<file path="config.mk">
export PLATFORM = sky130hd
export DESIGN_NAME = cmpb_control
export DESIGN_NICKNAME = d
export VERILOG_FILES = /design/src/inc/cmpb_pkg.sv /design/src/hdl/cmpb_control.sv /design/src/hdl/cmpb_event_unit.sv
export SDC_FILE = /design/constraint.sdc
export NUM_CORES = 1
export LEC_CHECK = 0
export BUFFER_PORTS_ARGS = -buffer_cell sky130_fd_sc_hd__buf_2
export CORE_MARGIN = 1
export CORE_UTILIZATION = 45
export DETAILED_ROUTE_END_ITERATION = 10
export PLACE_DENSITY = 0.7
export REMOVE_ABC_BUFFERS = 1
export SYNTH_ARGS = -nofsm -noshare
export SYNTH_HDL_FRONTEND = slang
export SYNTH_HIERARCHICAL = 1
export SYNTH_SLANG_ARGS = --single-unit
</file>
<file path="constraint.sdc">
create_clock -name clk_sys -period 4.2 [get_ports clk_sys]
set_clock_uncertainty 0.15 [all_clocks]
set_input_delay 0.21 -clock clk_sys [delete_from_list [all_inputs] [get_ports clk_sys]]
set_output_delay 0.21 -clock clk_sys [all_outputs]
set_load 0.05 [all_outputs]
</file>
<file path="src/inc/cmpb_pkg.sv">
// Constants and types shared by the comparator B control block
package cmpb_pkg;
    // ************************************************************
    // Register offsets
    // ************************************************************
    localparam logic [7:0] CMPB_OFS_CTRL = 8'h9f;
    localparam logic [7:0] CMPB_OFS_REF = 8'haf;
    localparam logic [7:0] CMPB_OFS_STAT = 8'hb0;
    localparam logic [7:0] CMPB_OFS_MASK = 8'hb1;
    localparam logic [7:0] CMPB_OFS_IE = 8'hb2;
    // ************************************************************
    // Reset values
    // ************************************************************
    localparam logic [7:0] CMPB_RST_CTRL = 8'hc0;
    localparam logic [7:0] CMPB_RST_REF = 8'h00;
    localparam logic [7:0] CMPB_RST_IE = 8'h00;
    localparam logic [2:0] CMPB_RST_IRQ = 3'h0;
    // ************************************************************
    // Field positions
    // ************************************************************
    localparam int CMPB_FLAG_BIT = 4;
    localparam int CMPB_IE_CMP_BIT = 6;
    localparam int CMPB_EV_FLAG = 0;
    localparam int CMPB_EV_REJECT = 1;
    localparam int CMPB_EV_CHANGE = 2;
    // ************************************************************
    // Timing counts
    // ************************************************************
    localparam int CMPB_DBC_OVF = 2;
    localparam int CMPB_FILT_SAMPLES = 4;
    // ************************************************************
    // Interrupt modes and sample clock selects
    // ************************************************************
    localparam logic [2:0] CMPB_MODE_LOW = 3'h0;
    localparam logic [2:0] CMPB_MODE_RISE = 3'h1;
    localparam logic [2:0] CMPB_MODE_DBC_TOG = 3'h2;
    localparam logic [2:0] CMPB_MODE_DBC_RISE = 3'h3;
    localparam logic [2:0] CMPB_MODE_FALL = 3'h4;
    localparam logic [2:0] CMPB_MODE_TOG = 3'h5;
    localparam logic [2:0] CMPB_MODE_DBC_FALL = 3'h6;
    localparam logic [2:0] CMPB_MODE_HIGH = 3'h7;
    localparam logic [1:0] CMPB_CLK_SYS = 2'h0;
    localparam logic [1:0] CMPB_CLK_T0 = 2'h1;
    localparam logic [1:0] CMPB_CLK_T1 = 2'h2;
    localparam logic [1:0] CMPB_CLK_T2 = 2'h3;
    // ************************************************************
    // Types
    // ************************************************************
    typedef struct packed {
        logic [1:0] pos_sel;
        logic connect;
        logic flag;
        logic enable;
        logic [2:0] mode;
    } cmpb_ctrl_type;
    typedef struct packed {
        logic [1:0] b_clk;
        logic [1:0] b_neg;
        logic [1:0] a_clk;
        logic [1:0] a_neg;
    } cmpb_ref_type;
    typedef struct packed {
        logic [7:0] addr;
        logic [7:0] wdata;
        logic wr;
        logic rd;
    } cmpb_bus_type;
    typedef enum logic {CMPB_DBC_IDLE, CMPB_DBC_WAIT} cmpb_dbc_state_type;
endpackage

</file>
<file path="src/hdl/cmpb_control.sv">
// Comparator B control, shared reference and clock select registers
//
// Behaviour
// - The input-connect bit ties the one selected analog pin to comparator B, else none.
// - Hardware sets the event flag when the output meets the selected mode condition.
// - Only a software write clears the flag; bit 6 of the enable register gates its irq.
// - With enable clear the output is held low and no event sets the flag.
// - While enabled, the four analog port pins are forced to input-only.
// - Mode 0..7 is low, rise, dbc toggle, dbc rise, fall, toggle, dbc fall, high.
// - On the system clock, debounced modes time their delay from timer 1 overflows; on a timer clock they do not debounce.
// - B negative select picks analog input 2, ref minus delta, ref, ref plus delta.
// - A negative select picks analog input 1, ref minus delta, ref, ref plus delta.
// - The reference and clock select register resets to all zeros.
// - A debounced system-clock edge waits two timer 1 overflows, then resamples.
// - On a timer sample clock a change must hold four samples to count as an edge.
`timescale 1ns/10ps
module cmpb_control (
    // Clock and reset
    input wire logic clk_sys,
    input wire logic rstn,
    // Register port
    input wire cmpb_pkg::cmpb_bus_type bus_req,
    output logic [7:0] bus_rdata,
    // Comparator and timers
    input wire logic cmp_b_raw,
    input wire logic tmr0_ovf,
    input wire logic tmr1_ovf,
    input wire logic tmr2_ovf,
    // Analog steering
    output logic [1:0] cmp_b_positive_select,
    output logic [1:0] cmp_b_negative_select,
    output logic [1:0] cmp_a_negative_select,
    output logic [1:0] cmp_a_sample_clock_select,
    output logic cmp_a_sample_en,
    output logic cmp_b_input_connect,
    output logic [3:0] analog_input_connect,
    output logic [3:0] port_input_only,
    // Results
    output logic cmp_b_output,
    output logic cmp_irq,
    output logic irq
);
    import cmpb_pkg::*;

    // ************************************************************
    // Declarations
    // ************************************************************
    cmpb_ctrl_type ctrl_q;
    cmpb_ctrl_type ctrl_w;
    cmpb_ref_type ref_q;
    logic [7:0] ie_q;
    logic [2:0] stat_q;
    logic [2:0] stat_d;
    logic [2:0] mask_q;
    logic [7:0] rdata_q;
    logic sync1_q;
    logic sync2_q;
    logic out_q;
    logic smp_en;
    logic lvl;
    logic evt;
    logic reject;
    logic change;
    logic wr_ctrl;
    logic wr_ref;
    logic wr_ie;
    logic wr_mask;
    logic rd_stat;
    logic flag_clr;

    // Pick the sampling strobe for a clock select code
    function automatic logic pick_clk(input logic [1:0] sel,
                                      input logic t0,
                                      input logic t1,
                                      input logic t2);
        logic r;
        r = 1'b1;
        unique case (sel)
            CMPB_CLK_SYS: r = 1'b1;
            CMPB_CLK_T0: r = t0;
            CMPB_CLK_T1: r = t1;
            CMPB_CLK_T2: r = t2;
        endcase
        return r;
    endfunction

    // ************************************************************
    // Register port decode
    // ************************************************************

    // Write and read strobes per register
    assign wr_ctrl = bus_req.wr && bus_req.addr == CMPB_OFS_CTRL;
    assign wr_ref = bus_req.wr && bus_req.addr == CMPB_OFS_REF;
    assign wr_ie = bus_req.wr && bus_req.addr == CMPB_OFS_IE;
    assign wr_mask = bus_req.wr && bus_req.addr == CMPB_OFS_MASK;
    assign rd_stat = bus_req.rd && bus_req.addr == CMPB_OFS_STAT;
    assign ctrl_w = cmpb_ctrl_type'(bus_req.wdata);
    assign flag_clr = wr_ctrl && !bus_req.wdata[CMPB_FLAG_BIT];

    // ************************************************************
    // Comparator input synchroniser
    // ************************************************************

    // Two stages; only the second one is read
    always_ff @(posedge clk_sys or negedge rstn) begin
        if (!rstn) begin
            sync1_q <= 1'b0;
            sync2_q <= 1'b0;
        end else begin
            sync1_q <= cmp_b_raw;
            sync2_q <= sync1_q;
        end
    end

    // ************************************************************
    // Sampling and event detection
    // ************************************************************

    // Sampling strobes of both comparators
    assign smp_en = pick_clk(ref_q.b_clk, tmr0_ovf, tmr1_ovf, tmr2_ovf);
    assign cmp_a_sample_en = pick_clk(ref_q.a_clk, tmr0_ovf, tmr1_ovf, tmr2_ovf);

    // Filter, debouncer and mode decoder
    cmpb_event_unit u_event (
        .clk_sys(clk_sys),
        .rstn(rstn),
        .enable(ctrl_q.enable),
        .sys_sel(ref_q.b_clk == CMPB_CLK_SYS),
        .mode(ctrl_q.mode),
        .sample_en(smp_en),
        .sample(sync2_q & ctrl_q.enable),
        .t1_ovf(tmr1_ovf),
        .level(lvl),
        .evt(evt),
        .reject(reject),
        .change(change)
    );

    // ************************************************************
    // Control and status register
    // ************************************************************

    // Software fields follow writes; a hardware flag set wins over a software clear
    always_ff @(posedge clk_sys or negedge rstn) begin
        if (!rstn) begin
            ctrl_q <= cmpb_ctrl_type'(CMPB_RST_CTRL);
        end else begin
            if (wr_ctrl) begin
                ctrl_q.pos_sel <= ctrl_w.pos_sel;
                ctrl_q.connect <= ctrl_w.connect;
                ctrl_q.enable <= ctrl_w.enable;
                ctrl_q.mode <= ctrl_w.mode;
            end
            if (evt) begin
                ctrl_q.flag <= 1'b1;
            end else if (flag_clr) begin
                ctrl_q.flag <= 1'b0;
            end
        end
    end

    // ************************************************************
    // Reference, clock select and enable registers
    // ************************************************************

    // Shared reference and clock select
    always_ff @(posedge clk_sys or negedge rstn) begin
        if (!rstn) begin
            ref_q <= cmpb_ref_type'(CMPB_RST_REF);
        end else if (wr_ref) begin
            ref_q <= cmpb_ref_type'(bus_req.wdata);
        end
    end

    // Interrupt enable
    always_ff @(posedge clk_sys or negedge rstn) begin
        if (!rstn) begin
            ie_q <= CMPB_RST_IE;
        end else if (wr_ie) begin
            ie_q <= bus_req.wdata;
        end
    end

    // ************************************************************
    // Interrupt status and mask
    // ************************************************************

    // Sticky status, cleared by a read; new events win
    always_comb begin
        stat_d = rd_stat ? 3'h0 : stat_q;
        stat_d[CMPB_EV_FLAG] = stat_d[CMPB_EV_FLAG] | evt;
        stat_d[CMPB_EV_REJECT] = stat_d[CMPB_EV_REJECT] | reject;
        stat_d[CMPB_EV_CHANGE] = stat_d[CMPB_EV_CHANGE] | change;
    end

    // Status register
    always_ff @(posedge clk_sys or negedge rstn) begin
        if (!rstn) begin
            stat_q <= CMPB_RST_IRQ;
        end else begin
            stat_q <= stat_d;
        end
    end

    // Mask register
    always_ff @(posedge clk_sys or negedge rstn) begin
        if (!rstn) begin
            mask_q <= CMPB_RST_IRQ;
        end else if (wr_mask) begin
            mask_q <= bus_req.wdata[2:0];
        end
    end

    // ************************************************************
    // Read data
    // ************************************************************

    // Registered read answer, zero for unmapped offsets
    always_ff @(posedge clk_sys or negedge rstn) begin
        if (!rstn) begin
            rdata_q <= 8'h00;
        end else if (bus_req.rd) begin
            unique case (bus_req.addr)
                CMPB_OFS_CTRL: rdata_q <= ctrl_q;
                CMPB_OFS_REF: rdata_q <= ref_q;
                CMPB_OFS_IE: rdata_q <= ie_q;
                CMPB_OFS_STAT: rdata_q <= {5'h00, stat_q};
                CMPB_OFS_MASK: rdata_q <= {5'h00, mask_q};
                default: rdata_q <= 8'h00;
            endcase
        end else begin
            rdata_q <= 8'h00;
        end
    end
    assign bus_rdata = rdata_q;

    // ************************************************************
    // Outputs
    // ************************************************************

    // Comparator output, forced low while disabled
    always_ff @(posedge clk_sys or negedge rstn) begin
        if (!rstn) begin
            out_q <= 1'b0;
        end else begin
            out_q <= ctrl_q.enable & lvl;
        end
    end
    assign cmp_b_output = out_q;

    // Analog steering
    assign cmp_b_input_connect = ctrl_q.connect;
    assign cmp_b_positive_select = ctrl_q.pos_sel;
    assign analog_input_connect = ctrl_q.connect ? (4'h1 << ctrl_q.pos_sel) : 4'h0;
    assign cmp_b_negative_select = ref_q.b_neg;
    assign cmp_a_negative_select = ref_q.a_neg;
    assign cmp_a_sample_clock_select = ref_q.a_clk;
    assign port_input_only = {4{ctrl_q.enable}};

    // Interrupt lines
    assign cmp_irq = ctrl_q.flag & ie_q[CMPB_IE_CMP_BIT];
    assign irq = |(stat_q & mask_q);

    // ************************************************************
    // Assertions
    // ************************************************************

    a_pin_connect:
    assert property (@(posedge clk_sys) disable iff (!rstn)
        !ctrl_q.connect |-> analog_input_connect == 4'h0)
    else $error("pins connected while connect bit clear");

    a_flag_set:
    assert property (@(posedge clk_sys) disable iff (!rstn)
        evt |=> ctrl_q.flag && stat_q[CMPB_EV_FLAG])
    else $error("event did not set flag");

    a_flag_hold:
    assert property (@(posedge clk_sys) disable iff (!rstn)
        (ctrl_q.flag && !flag_clr) |=> ctrl_q.flag)
    else $error("flag cleared without write");

    a_irq_gate:
    assert property (@(posedge clk_sys) disable iff (!rstn)
        cmp_irq == (ctrl_q.flag && ie_q[6]))
    else $error("comparator irq not gated by enable bit 6");

    a_disable_low:
    assert property (@(posedge clk_sys) disable iff (!rstn)
        (!ctrl_q.enable && $past(!ctrl_q.enable)) |-> !cmp_b_output)
    else $error("output not low while disabled");

    a_no_set_off:
    assert property (@(posedge clk_sys) disable iff (!rstn)
        (!ctrl_q.enable && !ctrl_q.flag) |=> !ctrl_q.flag)
    else $error("flag set while disabled");

    a_input_only:
    assert property (@(posedge clk_sys) disable iff (!rstn)
        ctrl_q.enable |-> port_input_only == 4'hf)
    else $error("pins not input-only while enabled");

    a_t1_sample:
    assert property (@(posedge clk_sys) disable iff (!rstn)
        (ref_q.b_clk == 2'h2) |-> (smp_en == tmr1_ovf))
    else $error("timer 1 clock select not honoured");

    a_sys_sample:
    assert property (@(posedge clk_sys) disable iff (!rstn)
        (ref_q.b_clk == 2'h0) |-> smp_en)
    else $error("system clock select not sampling every cycle");

    a_level_high:
    assert property (@(posedge clk_sys) disable iff (!rstn)
        (ctrl_q.enable && ctrl_q.mode == 3'h7 && ref_q.b_clk == 2'h0 && lvl)
            |-> evt)
    else $error("high level mode missed an event");

    a_read_clear:
    assert property (@(posedge clk_sys) disable iff (!rstn)
        (rd_stat && !evt && !reject && !change) |=> stat_q == 3'h0)
    else $error("status not cleared by read");

    a_pin_select:
    assert property (@(posedge clk_sys) disable iff (!rstn)
        ctrl_q.connect |-> ($onehot(analog_input_connect) && analog_input_connect[ctrl_q.pos_sel]))
    else $error("selected pin not the only one connected");

    a_flag_clear:
    assert property (@(posedge clk_sys) disable iff (!rstn)
        (flag_clr && !evt) |=> !ctrl_q.flag)
    else $error("flag not cleared by write");

    a_out_follow:
    assert property (@(posedge clk_sys) disable iff (!rstn)
        ctrl_q.enable |=> cmp_b_output == $past(lvl))
    else $error("output does not follow comparator level");

    a_no_evt_off:
    assert property (@(posedge clk_sys) disable iff (!rstn)
        !ctrl_q.enable |-> !(evt || reject || change))
    else $error("event raised while disabled");
endmodule // cmpb_control

</file>
<file path="src/hdl/cmpb_event_unit.sv">
// Sample filter, debouncer and interrupt mode decoder of comparator B
`timescale 1ns/10ps
module cmpb_event_unit (
    // Clock and reset
    input wire logic clk_sys,
    input wire logic rstn,
    // Control
    input wire logic enable,
    input wire logic sys_sel,
    input wire logic [2:0] mode,
    // Samples
    input wire logic sample_en,
    input wire logic sample,
    input wire logic t1_ovf,
    // Results
    output logic level,
    output logic evt,
    output logic reject,
    output logic change
);
    import cmpb_pkg::*;
    localparam logic [1:0] FILT_LAST = 2'(CMPB_FILT_SAMPLES - 1);
    localparam logic [1:0] OVF_LAST = 2'(CMPB_DBC_OVF - 1);
    logic cur_q;
    logic acc_q;
    logic [1:0] cnt_q;
    logic exp_q;
    logic [1:0] ovf_q;
    cmpb_dbc_state_type st_q;
    logic edge_hit;
    logic rel;
    logic dbc_mode;
    logic lvl_mode;
    logic want;
    logic dbc_start;
    logic dbc_done;

    // Edge of raw samples, or of filtered samples on a timer clock
    assign level = sys_sel ? cur_q : acc_q;
    assign edge_hit = sample_en && (sys_sel ? (sample != cur_q)
        : (sample != acc_q && cnt_q == FILT_LAST));
    assign change = enable && edge_hit;

    // Mode decode
    always_comb begin
        rel = 1'b0;
        dbc_mode = 1'b0;
        lvl_mode = 1'b0;
        want = 1'b0;
        unique case (mode)
            CMPB_MODE_LOW: lvl_mode = 1'b1;
            CMPB_MODE_RISE: rel = sample;
            CMPB_MODE_DBC_TOG: begin
                rel = 1'b1;
                dbc_mode = 1'b1;
            end
            CMPB_MODE_DBC_RISE: begin
                rel = sample;
                dbc_mode = 1'b1;
            end
            CMPB_MODE_FALL: rel = !sample;
            CMPB_MODE_TOG: rel = 1'b1;
            CMPB_MODE_DBC_FALL: begin
                rel = !sample;
                dbc_mode = 1'b1;
            end
            CMPB_MODE_HIGH: begin
                lvl_mode = 1'b1;
                want = 1'b1;
            end
        endcase
    end

    // Debounce start and decision on the second timer 1 overflow
    assign dbc_start = edge_hit && rel && dbc_mode && sys_sel && st_q == CMPB_DBC_IDLE;
    assign dbc_done = st_q == CMPB_DBC_WAIT && t1_ovf && ovf_q == OVF_LAST;
    assign evt = enable && ((lvl_mode && sample_en && level == want)
        || (!lvl_mode && edge_hit && rel && !(dbc_mode && sys_sel))
        || (dbc_done && cur_q == exp_q));
    assign reject = enable && dbc_done && cur_q != exp_q;

    // Sample register and four-sample filter
    always_ff @(posedge clk_sys or negedge rstn) begin
        if (!rstn) begin
            cur_q <= 1'b0;
            acc_q <= 1'b0;
            cnt_q <= 2'h0;
        end else if (sample_en) begin
            cur_q <= sample;
            if (sample == acc_q || cnt_q == FILT_LAST) begin
                cnt_q <= 2'h0;
                acc_q <= sample;
            end else begin
                cnt_q <= cnt_q + 2'h1;
            end
        end
    end

    // Debounce wait state
    always_ff @(posedge clk_sys or negedge rstn) begin
        if (!rstn) begin
            st_q <= CMPB_DBC_IDLE;
            exp_q <= 1'b0;
            ovf_q <= 2'h0;
        end else if (!enable || !dbc_mode || !sys_sel || dbc_done) begin
            st_q <= CMPB_DBC_IDLE;
            ovf_q <= 2'h0;
        end else if (dbc_start) begin
            st_q <= CMPB_DBC_WAIT;
            exp_q <= sample;
            ovf_q <= 2'h0;
        end else if (st_q == CMPB_DBC_WAIT && t1_ovf) begin
            ovf_q <= ovf_q + 2'h1;
        end
    end

    // ************************************************************
    // Assertions
    // ************************************************************
    a_dbc_two_ovf:
    assert property (@(posedge clk_sys) disable iff (!rstn)
        (dbc_mode && sys_sel && !lvl_mode && evt) |-> (t1_ovf && ovf_q == OVF_LAST))
    else $error("debounced event without second overflow");

    a_filt_four:
    assert property (@(posedge clk_sys) disable iff (!rstn)
        (!sys_sel && edge_hit) |-> (sample_en && cnt_q == 2'h3))
    else $error("timer clock edge accepted before four samples");
endmodule // cmpb_event_unit

</file>
## Yosys cells after proc, flatten, opt, wreduce, memory -nomap -nowiden

Index checks and enable logic that the tools add are counted.

- Div/mod/pow operators: 0
- Muxes and demuxes: 20
- Magnitude comparators: 0
- Shift operators: 1
- Reductions and logical operators: 52
- Equal/unequal tests: 26
- Multiply operators: 0
- $add $sub $neg: 2
- Bitwise operators: 9

Operator list:

| operator | count |
|---|---|
| $eq A8 B8 Y1 const B | 5 |
| $pmux W8 S5 | 1 |
| $logic_and A1 B1 Y1 | 25 |
| $eq A3 B3 Y1 const B | 4 |
| $eq A2 B2 Y1 const B | 5 |
| $mux W1 | 9 |
| $mux W2 | 4 |
| $mux W8 | 1 |
| $pmux W1 S4 | 2 |
| $reduce_or A2 Y1 | 4 |
| $logic_not A1 Y1 | 7 |
| $eq A2 B1 Y1 const B | 3 |
| $eq A3 B2 Y1 const B | 2 |
| $logic_or A1 B1 Y1 | 6 |
| $reduce_or A3 Y1 | 2 |
| $add A2 B1 Y2 const B | 2 |
| $logic_not A2 Y1 | 2 |
| $mux W4 | 1 |
| $reduce_and A2 Y1 | 2 |
| $reduce_bool A2 Y1 | 2 |
| $shl A1 B2 Y4 const A | 1 |
| $and A1 B1 Y1 | 3 |
| $and A3 B3 Y3 | 1 |
| $eq A1 B1 Y1 | 3 |
| 8 further kinds | 13 |

- Bits in writable memories: 0
- Input port bits: 24
- Word-level logic and storage cells: 132
- Latch bits: 0
- Memories: 0
- Register bits after elaboration: 49
- Bits in read-only memories: 0

## Logic depth before layout (Yosys ltp)

Gate-level depths: netlist (run 1).

- Depth after elaboration: 12
- Mapped depth: 9
- Gate-level depth less buffers: 8

## Hierarchy

The synthesis (run 1) kept the hierarchy.

By module, submodules not included:

| module | sequential area each (µm²) | times used | area an instance (µm²) | cells an instance |
|---|---|---|---|---|
| cmpb_control | 1,028.5 | 1 | 1,969.4 | 153 |
| cmpb_event_unit | 200.2 | 1 | 559.3 | 61 |

## Worst setup path before layout (run 1)

No wires, ideal clock.

- Path kind: reg-to-output
- Start: register ctrl_q, in the netlist cmp_b_input_connect
- End: output port analog_input_connect[0]
- Slack: 1.941 ns
- Required time: 3.840 ns
- Data arrival time: 1.899 ns
- Stages on the path, launching flop included: 2
- Cell sequence: dfrtp_1 nor3b_1

- Cells in the longest elaborated chain, start to end: 1

Ends and longest elaborated chain:

| what | line | source |
|---|---|---|
| start, declared | cmpb_control.sv:48 | `cmpb_ctrl_type ctrl_q;` |
| start signal, assigned | cmpb_control.sv:146 | `ctrl_q <= cmpb_ctrl_type'(CMPB_RST_CTRL);` |
| $mux W4 | cmpb_control.sv:254 | `assign analog_input_connect = ctrl_q.connect ? (4'h1 << ctrl_q.pos_sel) : 4'h0;` |
| end, declared | cmpb_control.sv:36 | `output logic [3:0] analog_input_connect,` |

Every way passes these cells.

## Worst setup path in the final report (run 1)

- Start: register ref_q[7] (netlist bit)
- End: register u_event.exp_q

- Cells in the longest elaborated chain, start to end: 8
- Elaborated cells on any way between the ends: 16

Ends and longest elaborated chain:

| what | line | source |
|---|---|---|
| start, declared | cmpb_control.sv:50 | `cmpb_ref_type ref_q;` |
| start signal, assigned | cmpb_control.sv:169 | `ref_q <= cmpb_ref_type'(CMPB_RST_REF);` |
| start signal, assigned | cmpb_control.sv:171 | `ref_q <= cmpb_ref_type'(bus_req.wdata);` |
| $eq A2 B2 Y1 (tied with other cells) | cmpb_control.sv:78 | `unique case (sel)` |
| $pmux W1 S4 (*) | cmpb_control.sv:78 |  |
| net smp_en | cmpb_control.sv:59 | `logic smp_en;` |
| $logic_and A1 B1 Y1 (*) | cmpb_event_unit.sv:40 | `assign edge_hit = sample_en && (sys_sel ? (sample != cur_q)` |
| $logic_and A1 B1 Y1 (*) (4 in series) | cmpb_event_unit.sv:75 | `assign dbc_start = edge_hit && rel && dbc_mode && sys_sel && st_q == CMPB_DBC_IDLE;` |
| $reduce_and A2 Y1 (no source line) (*) | - |  |
| end signal, assigned | cmpb_event_unit.sv:110 | `exp_q <= sample;` |
| end, declared | cmpb_event_unit.sv:27 | `logic exp_q;` |

The timed path passes the listed nets; every way through them passes the cells marked *.
A chain may end at the register's enable or synchronous reset.

==> impl_metrics.csv, run 1 <==
group,metric,value,unit
run_status,status,"complete, no violations",
clocking,root_buffer,"clkbuf_8",
clocking,cts.sinks,49,
setup_path,critical_path_class,"reg -> reg",
synthesis,netlist_instances,214,
drt,viasPerCell,5.47,
die,ioPinCount,53,
drt,drc,0,
clocking,hold_buffers,2,
die,die_area,0.00592,mm2
setup_path,reg2reg_depth,7,
die,core,0.00527,mm2
drt,vias,1789,
pwr,seqPwrFrac,52.5,%
clocking,clk_pin_slew_worst_paths,90,ps
synthesis,synth_area,0.00253,mm2
global_route,grt.overflow.total,0,
timing,tns,0,ps
worst_hold_path,worstHoldPathCells,2,
synthesis,syn_avg_cell_area,11.8,um2
placement,gp_congestion,0.813,
placement,portBuffers,52,
synthesis,synth_top_flop_cell,"dfrtp_1",
setup_path,setup.worst_path.start_class,"flip-flop",
synthesis,synth_xor_area_share,1.73,%
pwr,irDropWorstVdd,0.153,mV
die,rows,26,
clocking,tritoncts,"yes",
synthesis,yosys_warnings,6,
synthesis,async_flop_share,100,%
cells_and_area,syn2layout_area_growth,13.6,%
synthesis,synthSimpleGateAreaFrac,13.4,%
setup_path,cp.arrival,2450,ps
clocking,worstSkewPairLatency,300,ps
synthesis,synth-compound-area-share,11.8,%
clocking,cts_resized,0,
pwr,combPwrFrac,12.3,%
timing,worstMarginPinSlew,1060,ps
synthesis,synthMuxAreaShare,16.7,%
synthesis,synth_edf_count,0,
timing,slew_headroom,29.4,%
global_route,first_global_vias,1688,
cells_and_area,drive_above_1_share,40.5,%
timing,fin_crit,2410,ps
pwr,power_frac_clock,35.2,%
clocking,clock_path_buffers,2,
pwr,intPower,0.736,mW
clocking,postCtsSetupBuffers,0,
synthesis,synth_seq_cells,49,
worst_hold_path,hold_path.class,"in -> reg",
global_route,grt_usage,17.7,%
global_route,antenna_found_initial,0,
synthesis,synth_fa_ha_area_share,0.990,%
timing,fin_crit_sh,57.4,%
timing,drv_slew,0,
cells_and_area,fin_area,0.00287,mm2
pwr,cellLeakagePower,1.44,nW
cells_and_area,final_net_count,282,
placement,place_hpwl,3640,um
pwr,switching_share,25.3,%
clocking,numCtsBuffers,5,
cells_and_area,insertedDiodeCount,0,
global_route,grt_pass1_wl,8230,um
pwr,switching_power,0.250,mW
timing,finalHoldViolCount,0,
placement,placed_area,0.00274,mm2
die,die_x,77.0,um
global_route,grt_max_degree,50,
drt,firstDrtPassIters,4,
flow_run,drv_cap,0,
pwr,cellPowerDensity,343,mW/mm2
drt,ant_nets,0,
clocking,cts_max_level,2,
timing,setup_viol,0,
drt,drt-initial-drc-count,98,
timing,rsz0062_at_grt,"no",
synthesis,synth_top_family_by_area,"multiplexers",
synthesis,yosysSeqAreaShare,48.6,%
timing,clock.fmax,415,MHz
setup_path,required,4240,ps
setup_path,worst_setup_path_end_kind,"flip-flop",
die,start_util,48.0,%
synthesis,ys_types,50,
setup_path,crit_path_max_fanout,9,
die,die_y,77.0,um
cells_and_area,fill_cells,492,
drt,totalWireLength,5000,um
drt,wire_per_inst,15.3,um
## synthesized netlist by cell type (2+ instances only)
cell type	n	area, um2
dfrtp_1	47	1180
mux2_2	25	282
buf_4	12	90.1
nor2_1	10	37.5
a21oi_1	9	45.0
inv_1	8	30.0
mux2_4	8	120
nand2_1	7	26.3
a22oi_1	6	45.0
a32oi_1	6	52.6
a22o_1	5	43.8
nand3_1	5	25.0
and2_1	4	25.0
nand2b_1	4	25.0
xnor2_1	4	35.0
a21o_1	3	22.5
buf_6	3	33.8
nand4_1	3	18.8
nor3_1	3	15.0
nor3b_1	3	22.5
o21ai_0	3	15.0
a211oi_1	2	15.0
a21boi_1	2	15.0
and3b_1	2	17.5
clkbuf_1	2	7.51
dfstp_2	2	52.6
ha_1	2	25.0
mux2i_1	2	20.0
## critical path: stages (launching register included)
cell and delay (ps):
dfrtp_1 440, mux2i_1 140, a21oi_1 510, nand3b_1 140, o22ai_1 250, o21ai_2 150, nor3_2 180, mux2_2 340
## stage by stage
step / hold WS, ps / setup slack (ps) / std cells / power (mW) / utilization (%)
2_1_floorplan: -236 / 1040 / 195 / 0.597 / -
3_3_place_gp: 168 / 1860 / 317 / 0.646 / 51.9
3_5_place_dp: 169 / 1790 / 317 / 0.648 / 51.9
4_1_cts: 11.6 / 1770 / 327 / 0.996 / 54.5
5_1_grt: 13.9 / 1600 / 327 / 1.03 / 54.5
6_report: 19.6 / 1790 / 327 / 0.986 / 54.5
## power by group through the flow
| stage | registers [mW] | clock network (mW) | logic (mW) |
|---|---|---|---|
| after CTS | 0.517 | 0.356 | 0.123 |
| final | 0.517 | 0.347 | 0.121 |
| after global placement | 0.527 | 0 | 0.119 |
| after global routing | 0.521 | 0.376 | 0.132 |
| after detailed placement | 0.527 | 0 | 0.121 |
| after floorplan | 0.541 | 0 | 0.0568 |
## flip-flops by register name, summed over array words and instances (netlist names)
signal,flops
sync1_q,1
cmp_b_input_connect,1
u_event/acc_q,1
cmp_a_sample_clock_select,2
ref_q,2
cmp_a_negative_select,2
u_event/ovf_q,2
sync2_q,1
port_input_only,1
cmp_b_negative_select,2
u_event/exp_q,1
stat_q,3
cmp_b_output,1
u_event/st_q,1
mask_q,3
bus_rdata,8
ie_q,8
u_event/cnt_q,2
u_event/cur_q,1
cmp_b_positive_select,2
ctrl_q,4
## cells by family (layout without fill, tap and decap cells)
kind of cell               Yosys count  count (layout)
AOI/OAI and AO/OA                   42              42
DFF                                 49              49
xor gates and xnor gates             5               5
and+or+nand+nor                     54              54
buffers and inverters               27              70
muxes                               35              35
adders and majority gates            2               2
## metal layers
layer  vias up  track usage [%]  routed length, um
li1        849                -                  -
met1       874             23.5               2310
met2        59             27.9               2380
met3         7             4.05                252
met4         0             7.12                 59
met5         -                0                  0
## cell usage in the layout (no fill, tap or decap), drive strengths merged, types with 6 or more instances in the layout
cell / instances
buf: 52
a21oi: 9
nor2: 10
mux2: 33
inv: 8
nand2: 8
clkbuf: 7
a22oi: 6
dfrtp: 47
a32oi: 6
## area by class of cell
type                            count  area (um2)  area share [%]
Clock buffer                        7        86.3            3.01
Clock inverter                      1        30.0            1.05
Inverter                            8        30.0            1.05
Multi-Input combinational cell    138        1130            39.3
Sequential cell                    49        1230            42.8
Tap cell                           70        87.6            3.05
Timing Repair Buffer               54         280            9.76
## final timing paths
check,to,slack (ps),start
worst max-delay path,u_event/exp_q,1790,ref_q[7]
worst min-delay path,cmp_b_positive_select[0],20,bus_req[8]
worst max register to register,u_event/exp_q,1790,ref_q[7]
worst min register to register,sync2_q,200,sync1_q
max in group asynchronous,cmp_b_output,2760,rstn
min in group asynchronous,cmp_b_input_connect,490,rstn
(Power assumes the default switching activity.)
==> inputs of run 2 (changes only) <==
- ABC_AREA: unset -> 1
- PLACE_DENSITY: 0.7 -> 0.72
- clock period: 4.2 -> 2.1 ns (I/O delays scaled with it)
==> impl_metrics.csv, run 2 <==
group,metric,value,unit
timing,setup_viol,0,
synthesis,yosysSeqAreaShare,45.1,%
setup_path,required,2210,ps
global_route,grt.overflow.total,0,
synthesis,synth_seq_cells,49,
cells_and_area,fin_area,0.00317,mm2
worst_hold_path,hold_path.class,"in -> reg",
die,core,0.00568,mm2
drt,viasPerCell,5.00,
timing,tns,0,ps
synthesis,yosysMostFrequentCell,"nand2_1",
synthesis,ys_types,29,
clocking,tritoncts,"yes",
pwr,combPwrFrac,17.9,%
pwr,p_total,1.97,mW
pwr,irDropWorstVdd,0.477,mV
clocking,clk_pin_slew_worst_paths,90,ps
placement,placed_area,0.00297,mm2
pwr,intPower,1.34,mW
pwr,cellLeakagePower,1.75,nW
cells_and_area,insertedDiodeCount,0,
placement,place_hpwl,4450,um
setup_path,critical_path_class,"reg -> reg",
drt,wire_per_inst,12.6,um
global_route,grt_usage,20.9,%
clocking,cts.sinks,49,
cells_and_area,final_net_count,434,
setup_path,crit_path_max_fanout,4,
pwr,switching_power,0.632,mW
global_route,grt.met3_usage,3.89,%
timing,fin_crit,1700,ps
cells_and_area,syn2layout_area_growth,16.4,%
clocking,worstSkewPairLatency,310,ps
timing,fin_crit_sh,81.1,%
synthesis,synth_area,0.00273,mm2
die,die_y,79.8,um
clocking,cts_resized,0,
pwr,switching_share,32.1,%
clocking,numCtsBuffers,5,
pwr,power_frac_clock,29.1,%
setup_path,setup.worst_path.start_class,"flip-flop",
clocking,clock_path_buffers,2,
synthesis,yosys_warnings,6,
die,die_area,0.00637,mm2
global_route,antenna_found_initial,0,
drt,drt-initial-drc-count,154,
clocking,root_buffer,"clkbuf_8",
synthesis,synthTopCellsByCount,"nand2_1 (103), dfrtp_1 (47), inv_1 (41), nand3_1 (33), nor2_1 (24)",
global_route,use_met1,27.5,%
synthesis,synth_area_leaders,"dfrtp_1 (43%), nand2_1 (14%), nand3_1 (6.1%), inv_1 (5.6%), o21ai_0 (4.2%)",
cells_and_area,drive_above_1_share,24.2,%
setup_path,cp.arrival,1810,ps
global_route,use_met2,33.8,%
drt,ant_nets,0,
cells_and_area,final_cell_mix,"nand2_1 (103), buf_2 (52), dfrtp_1 (47)",
synthesis,synth_top_flop_cell,"dfrtp_1",
die,start_util,48.0,%
global_route,grt_max_degree,50,
global_route,gr-max-usage-layer,"met2",
timing,rsz0062_at_grt,"no",
global_route,grt_pass1_wl,10200,um
timing,drv_slew,0,
synthesis,synth_edf_count,0,
clocking,cts_max_level,2,
drt,vias,2403,
global_route,first_global_vias,2205,
setup_path,worst_setup_path_end_kind,"flip-flop",
pwr,seqPwrFrac,53.0,%
synthesis,async_flop_share,100,%
timing,finalHoldViolCount,0,
drt,firstDrtPassIters,4,
cells_and_area,fin_util,55.9,%
synthesis,syn_avg_cell_area,7.79,um2
die,ioPinCount,53,
placement,dpl_worst_slack,406,ps
cells_and_area,final_common_cell,"nand2_1",
flow_run,drv_cap,0,
drt,totalWireLength,6040,um
pwr,cellPowerDensity,621,mW/mm2
synthesis,yosysTopAreaCellShare,43.2,%
synthesis,netlist_instances,350,
timing,worstMarginPinSlew,630,ps
die,rows,27,
die,die_x,79.8,um
timing,setup_slack,396,ps
synthesis,synth_top_area_cell,"dfrtp_1",
timing,clock.fmax,587,MHz
timing,slew_headroom,58.0,%
drt,drc,0,
run_status,status,"complete, no violations",
placement,gp_congestion,0.851,
placement,portBuffers,52,
-- run 2: power by group through the flow --
stage                     clock, mW  sequential, mW  combinational (mW)
after floorplan                   0            1.11               0.164
after global placement            0            1.06               0.335
after detailed placement          0            1.06               0.340
after CTS                     0.589            1.04               0.357
after global routing          0.629            1.05               0.386
final                         0.573            1.04               0.352
-- run 2: timing repair --
item	in CTS	in global routing
hold buffers	11	0
hold endpoints to repair	80	0
setup buffers	0	0
-- run 2: kinds of logic after synthesis --
group	count (synthesis)	share of synthesized area, %
AO/OA/AOI/OAI	40	8.31
XOR/XNOR	2	0.643
adder cells (fa/ha/maj)	2	0.918
buffers and inverters	63	11.6
flip-flops	49	45.1
AND/OR/NAND/NOR	194	33.5
-- run 2: path summary, 6_finish.rpt --
path / slack (ps) / cells after the start / startpoint / end
min: 70 / 5 / bus_req[11] / stat_q[0]
max in group asynchronous: 1100 / 3 / rstn / ie_q[3]
max reg2reg: 400 / 9 / ref_q[6] / ctrl_q[4]
max: 400 / 9 / ref_q[6] / ctrl_q[4]
min in group asynchronous: 270 / 3 / rstn / cmp_b_input_connect
min reg2reg: 210 / 0 / sync1_q / sync2_q
-- run 2: area by class of cell --
class / count / area [um2]
multi-input combinational: 238 / 1180
clock inverter: 3 / 22.5
inverter: 46 / 173
clock buffer: 5 / 68.8
timing repair buffer: 68 / 408
fill: 544 / 2500
sequential: 49 / 1230
tap: 72 / 90.1
-- run 2: critical path, cell delays in order (launching register included) --
cell	delay, ps
dfrtp_1	430
inv_1	100
nand2_1	60
a21oi_1	320
nand3_2	170
nor2_4	140
nand2_2	60
a21oi_2	110
inv_1	60
nand2_1	60
-- run 2: per-stage QoR --
stage               hold slack, ps  cells
detailed placement            65.7    462
CTS                           61.3    481
finish                        67.7    481
global placement              64.7    462
floorplan                     -341    333
global route                  78.2    481
-- run 2: routing by layer --
| layer | part of all wire (%) | wire length (um) | vias up |
|---|---|---|---|
| met2 | 48 | 2920 | 76 |
| met3 | 5.6 | 341 | 5 |
| met5 | 0 | 0 | - |
| li1 | - | - | 1213 |
| met4 | 0.93 | 56 | 0 |
| met1 | 45 | 2720 | 1109 |
==> inputs of run 3 (changes only) <==
- PLACE_DENSITY: 0.72 -> 0.69
- clock period: 2.1 -> 1.7 ns (I/O delays scaled with it)
==> impl_metrics.csv, run 3 (synthesis results as in run 2) <==
group,metric,value,unit
run_status,status,"complete, no violations",
global_route,first_global_vias,2295,
worst_hold_path,hp-start,"bus_req[11]",
cells_and_area,final_net_count,436,
drt,firstDrtPassIters,5,
setup_path,slowest_stage,"dfstp_2",
clocking,clock_path_buffers,2,
clocking,numCtsBuffers,5,
setup_path,worst-path-buf-inv,2,
timing,worstMarginPinSlew,451,ps
setup_path,critical_path.max_stage_delay,570,ps
cells_and_area,insertedDiodeCount,0,
cells_and_area,final_common_cell,"nand2_1",
timing,setup_viol,0,
setup_path,setup.worst_path.start_class,"flip-flop",
timing,whs,69.4,ps
cells_and_area,syn2layout_area_growth,18.5,%
setup_path,crit_path_max_fanout,5,
drt,wire_per_inst,12.6,um
pwr,combPwrFrac,18.8,%
setup_path,reg2reg_depth,9,
global_route,use_met2,35.6,%
global_route,grt_usage,21.0,%
cells_and_area,regArea,0.00123,mm2
drt,drt-initial-drc-count,135,
drt,drc,0,
die,core,0.00568,mm2
worst_hold_path,worstHoldPathCells,5,
setup_path,required,1460,ps
clocking,clk_pin_slew_worst_paths,90,ps
placement,place_hpwl,4620,um
pwr,power_frac_clock,27.9,%
drt,totalWireLength,6080,um
cells_and_area,fin_area,0.00323,mm2
global_route,grt_max_degree,32,
placement,portBuffers,52,
pwr,cellPowerDensity,752,mW/mm2
placement,numPlacedInstances,464,
setup_path,worst_setup_path_end_kind,"output pin",
global_route,grt.overflow.total,0,
drt,vias,2397,
drt,ant_nets,0,
timing,fin_crit_sh,96.0,%
pwr,cellLeakagePower,1.76,nW
setup_path,r2r_slack,70,ps
global_route,gr-max-usage-layer,"met2",
setup_path,cp.arrival,1400,ps
setup_path,critPathTopFamily,"flip-flops",
die,start_util,48.0,%
flow_run,drv_cap,0,
cells_and_area,fin_util,56.9,%
cells_and_area,multi_input_area,0.00120,mm2
worst_hold_path,hold_path.class,"in -> reg",
timing,drv_slew,0,
cells_and_area,fill_cells,528,
drt,viasPerCell,4.96,
die,die_x,79.8,um
cells_and_area,final_cell_mix,"nand2_1 (103), buf_2 (49), dfrtp_1 (45)",
cells_and_area,drive_above_1_share,26.0,%
worst_hold_path,min_to,"stat_q[0]",
timing,setup_slack,68.0,ps
pwr,seqPwrFrac,53.3,%
clocking,worstSkewPairLatency,300,ps
die,die_area,0.00637,mm2
clocking,cts_max_level,2,
pwr,switching_share,31.7,%
timing,slew_headroom,70.0,%
global_route,use_met1,26.9,%
setup_path,crit-reg2reg-capture,"stat_q[0]",
cells_and_area,stdcell_count,483,
global_route,grt_pass1_wl,10300,um
timing,finalHoldViolCount,0,
die,ioPinCount,53,
clocking,postCtsSetupBuffers,0,
placement,dpl_worst_slack,6.32,ps
clocking,cts.sinks,49,
clocking,root_buffer,"clkbuf_8",
setup_path,r2r-start,"ref_q[6]",
die,die_y,79.8,um
setup_path,worstPathCellList,"inv_1 > nor3_1 > clkbuf_4",
clocking,tritoncts,"yes",
pwr,intPower,1.66,mW
pwr,switching_power,0.769,mW
die,rows,27,
setup_path,critical_path_class,"reg -> out",
global_route,grt.met3_usage,3.54,%
timing,fin_crit,1630,ps
global_route,antenna_found_initial,0,
timing,clock.fmax,613,MHz
pwr,irDropWorstVdd,0.483,mV
placement,gp_congestion,0.862,
placement,placed_area,0.00300,mm2
==> run 3: cell types whose count changed in the layout (fill, tap and decap cells not counted), moves of 2 or more <==
| cell | before | now |
|---|---|---|
| dfrtp_2 | 0 | 2 |
| dfrtp_1 | 47 | 45 |
| clkinv_4 | 2 | 0 |
| buf_2 | 52 | 49 |
| buf_4 | 5 | 8 |
==> run 3: final cells by class <==
| cell class | count | share of cell area, % |
|---|---|---|
| Sequential cell | 49 | 38.1 |
| Multi-Input combinational cell | 238 | 37.3 |
| Timing Repair Buffer | 70 | 13.7 |
| Inverter | 46 | 5.35 |
| Tap cell | 72 | 2.79 |
| Clock buffer | 5 | 2.13 |
| Clock inverter | 3 | 0.543 |
==> run 3: worst min-delay path, cell delays in order <==
cell     delay, ps
buf_2          120
nor3_1          60
nand2_1         70
o21ai_0         90
nand2_1         60
==> run 3: power by group through the flow <==
stage | registers, mW | clock network, mW | logic (mW)
3_5_place_dp | 1.31 | 0 | 0.425
4_1_cts | 1.29 | 0.695 | 0.448
5_1_grt | 1.30 | 0.744 | 0.500
6_report | 1.29 | 0.678 | 0.455
3_3_place_gp | 1.31 | 0 | 0.419
2_1_floorplan | 1.37 | 0 | 0.203
==> run 3: how the worst max path moves through the flow <==
stage                                    endpoint                startpoint  depth (start not counted)  slack [ps]
final                     analog_input_connect[1]  cmp_b_positive_select[0]                          3          70
after global routing                    ctrl_q[4]                  ref_q[6]                          9         -10
after CTS                 analog_input_connect[1]  cmp_b_positive_select[0]                          3          40
after detailed placement                ctrl_q[4]                  ref_q[6]                          9           6
after global placement                  stat_q[0]                  ref_q[6]                          9          70
after floorplan                         ctrl_q[4]        port_input_only[0]                         12       -1140
==> run 3: stage by stage <==
stage                     power, mW  TNS (ps)
after floorplan                1.57    -14400
after global placement         1.73         0
final                          2.43         0
after detailed placement       1.74         0
after CTS                      2.43         0
after global routing           2.55     -38.2
==> run 3: layer usage <==
layer | vias up | wire [um]
li1 | 1219 | -
met1 | 1108 | 2830
met2 | 58 | 2930
met3 | 12 | 216
met4 | 0 | 102
met5 | - | 0
==> run 3: repair_timing <==
action	CTS	global route
pin swaps	0	1
hold endpoints to repair	82	0
setup endpoints to repair	2	8
resized for setup	2	11
hold buffers	11	0
cloned	0	0
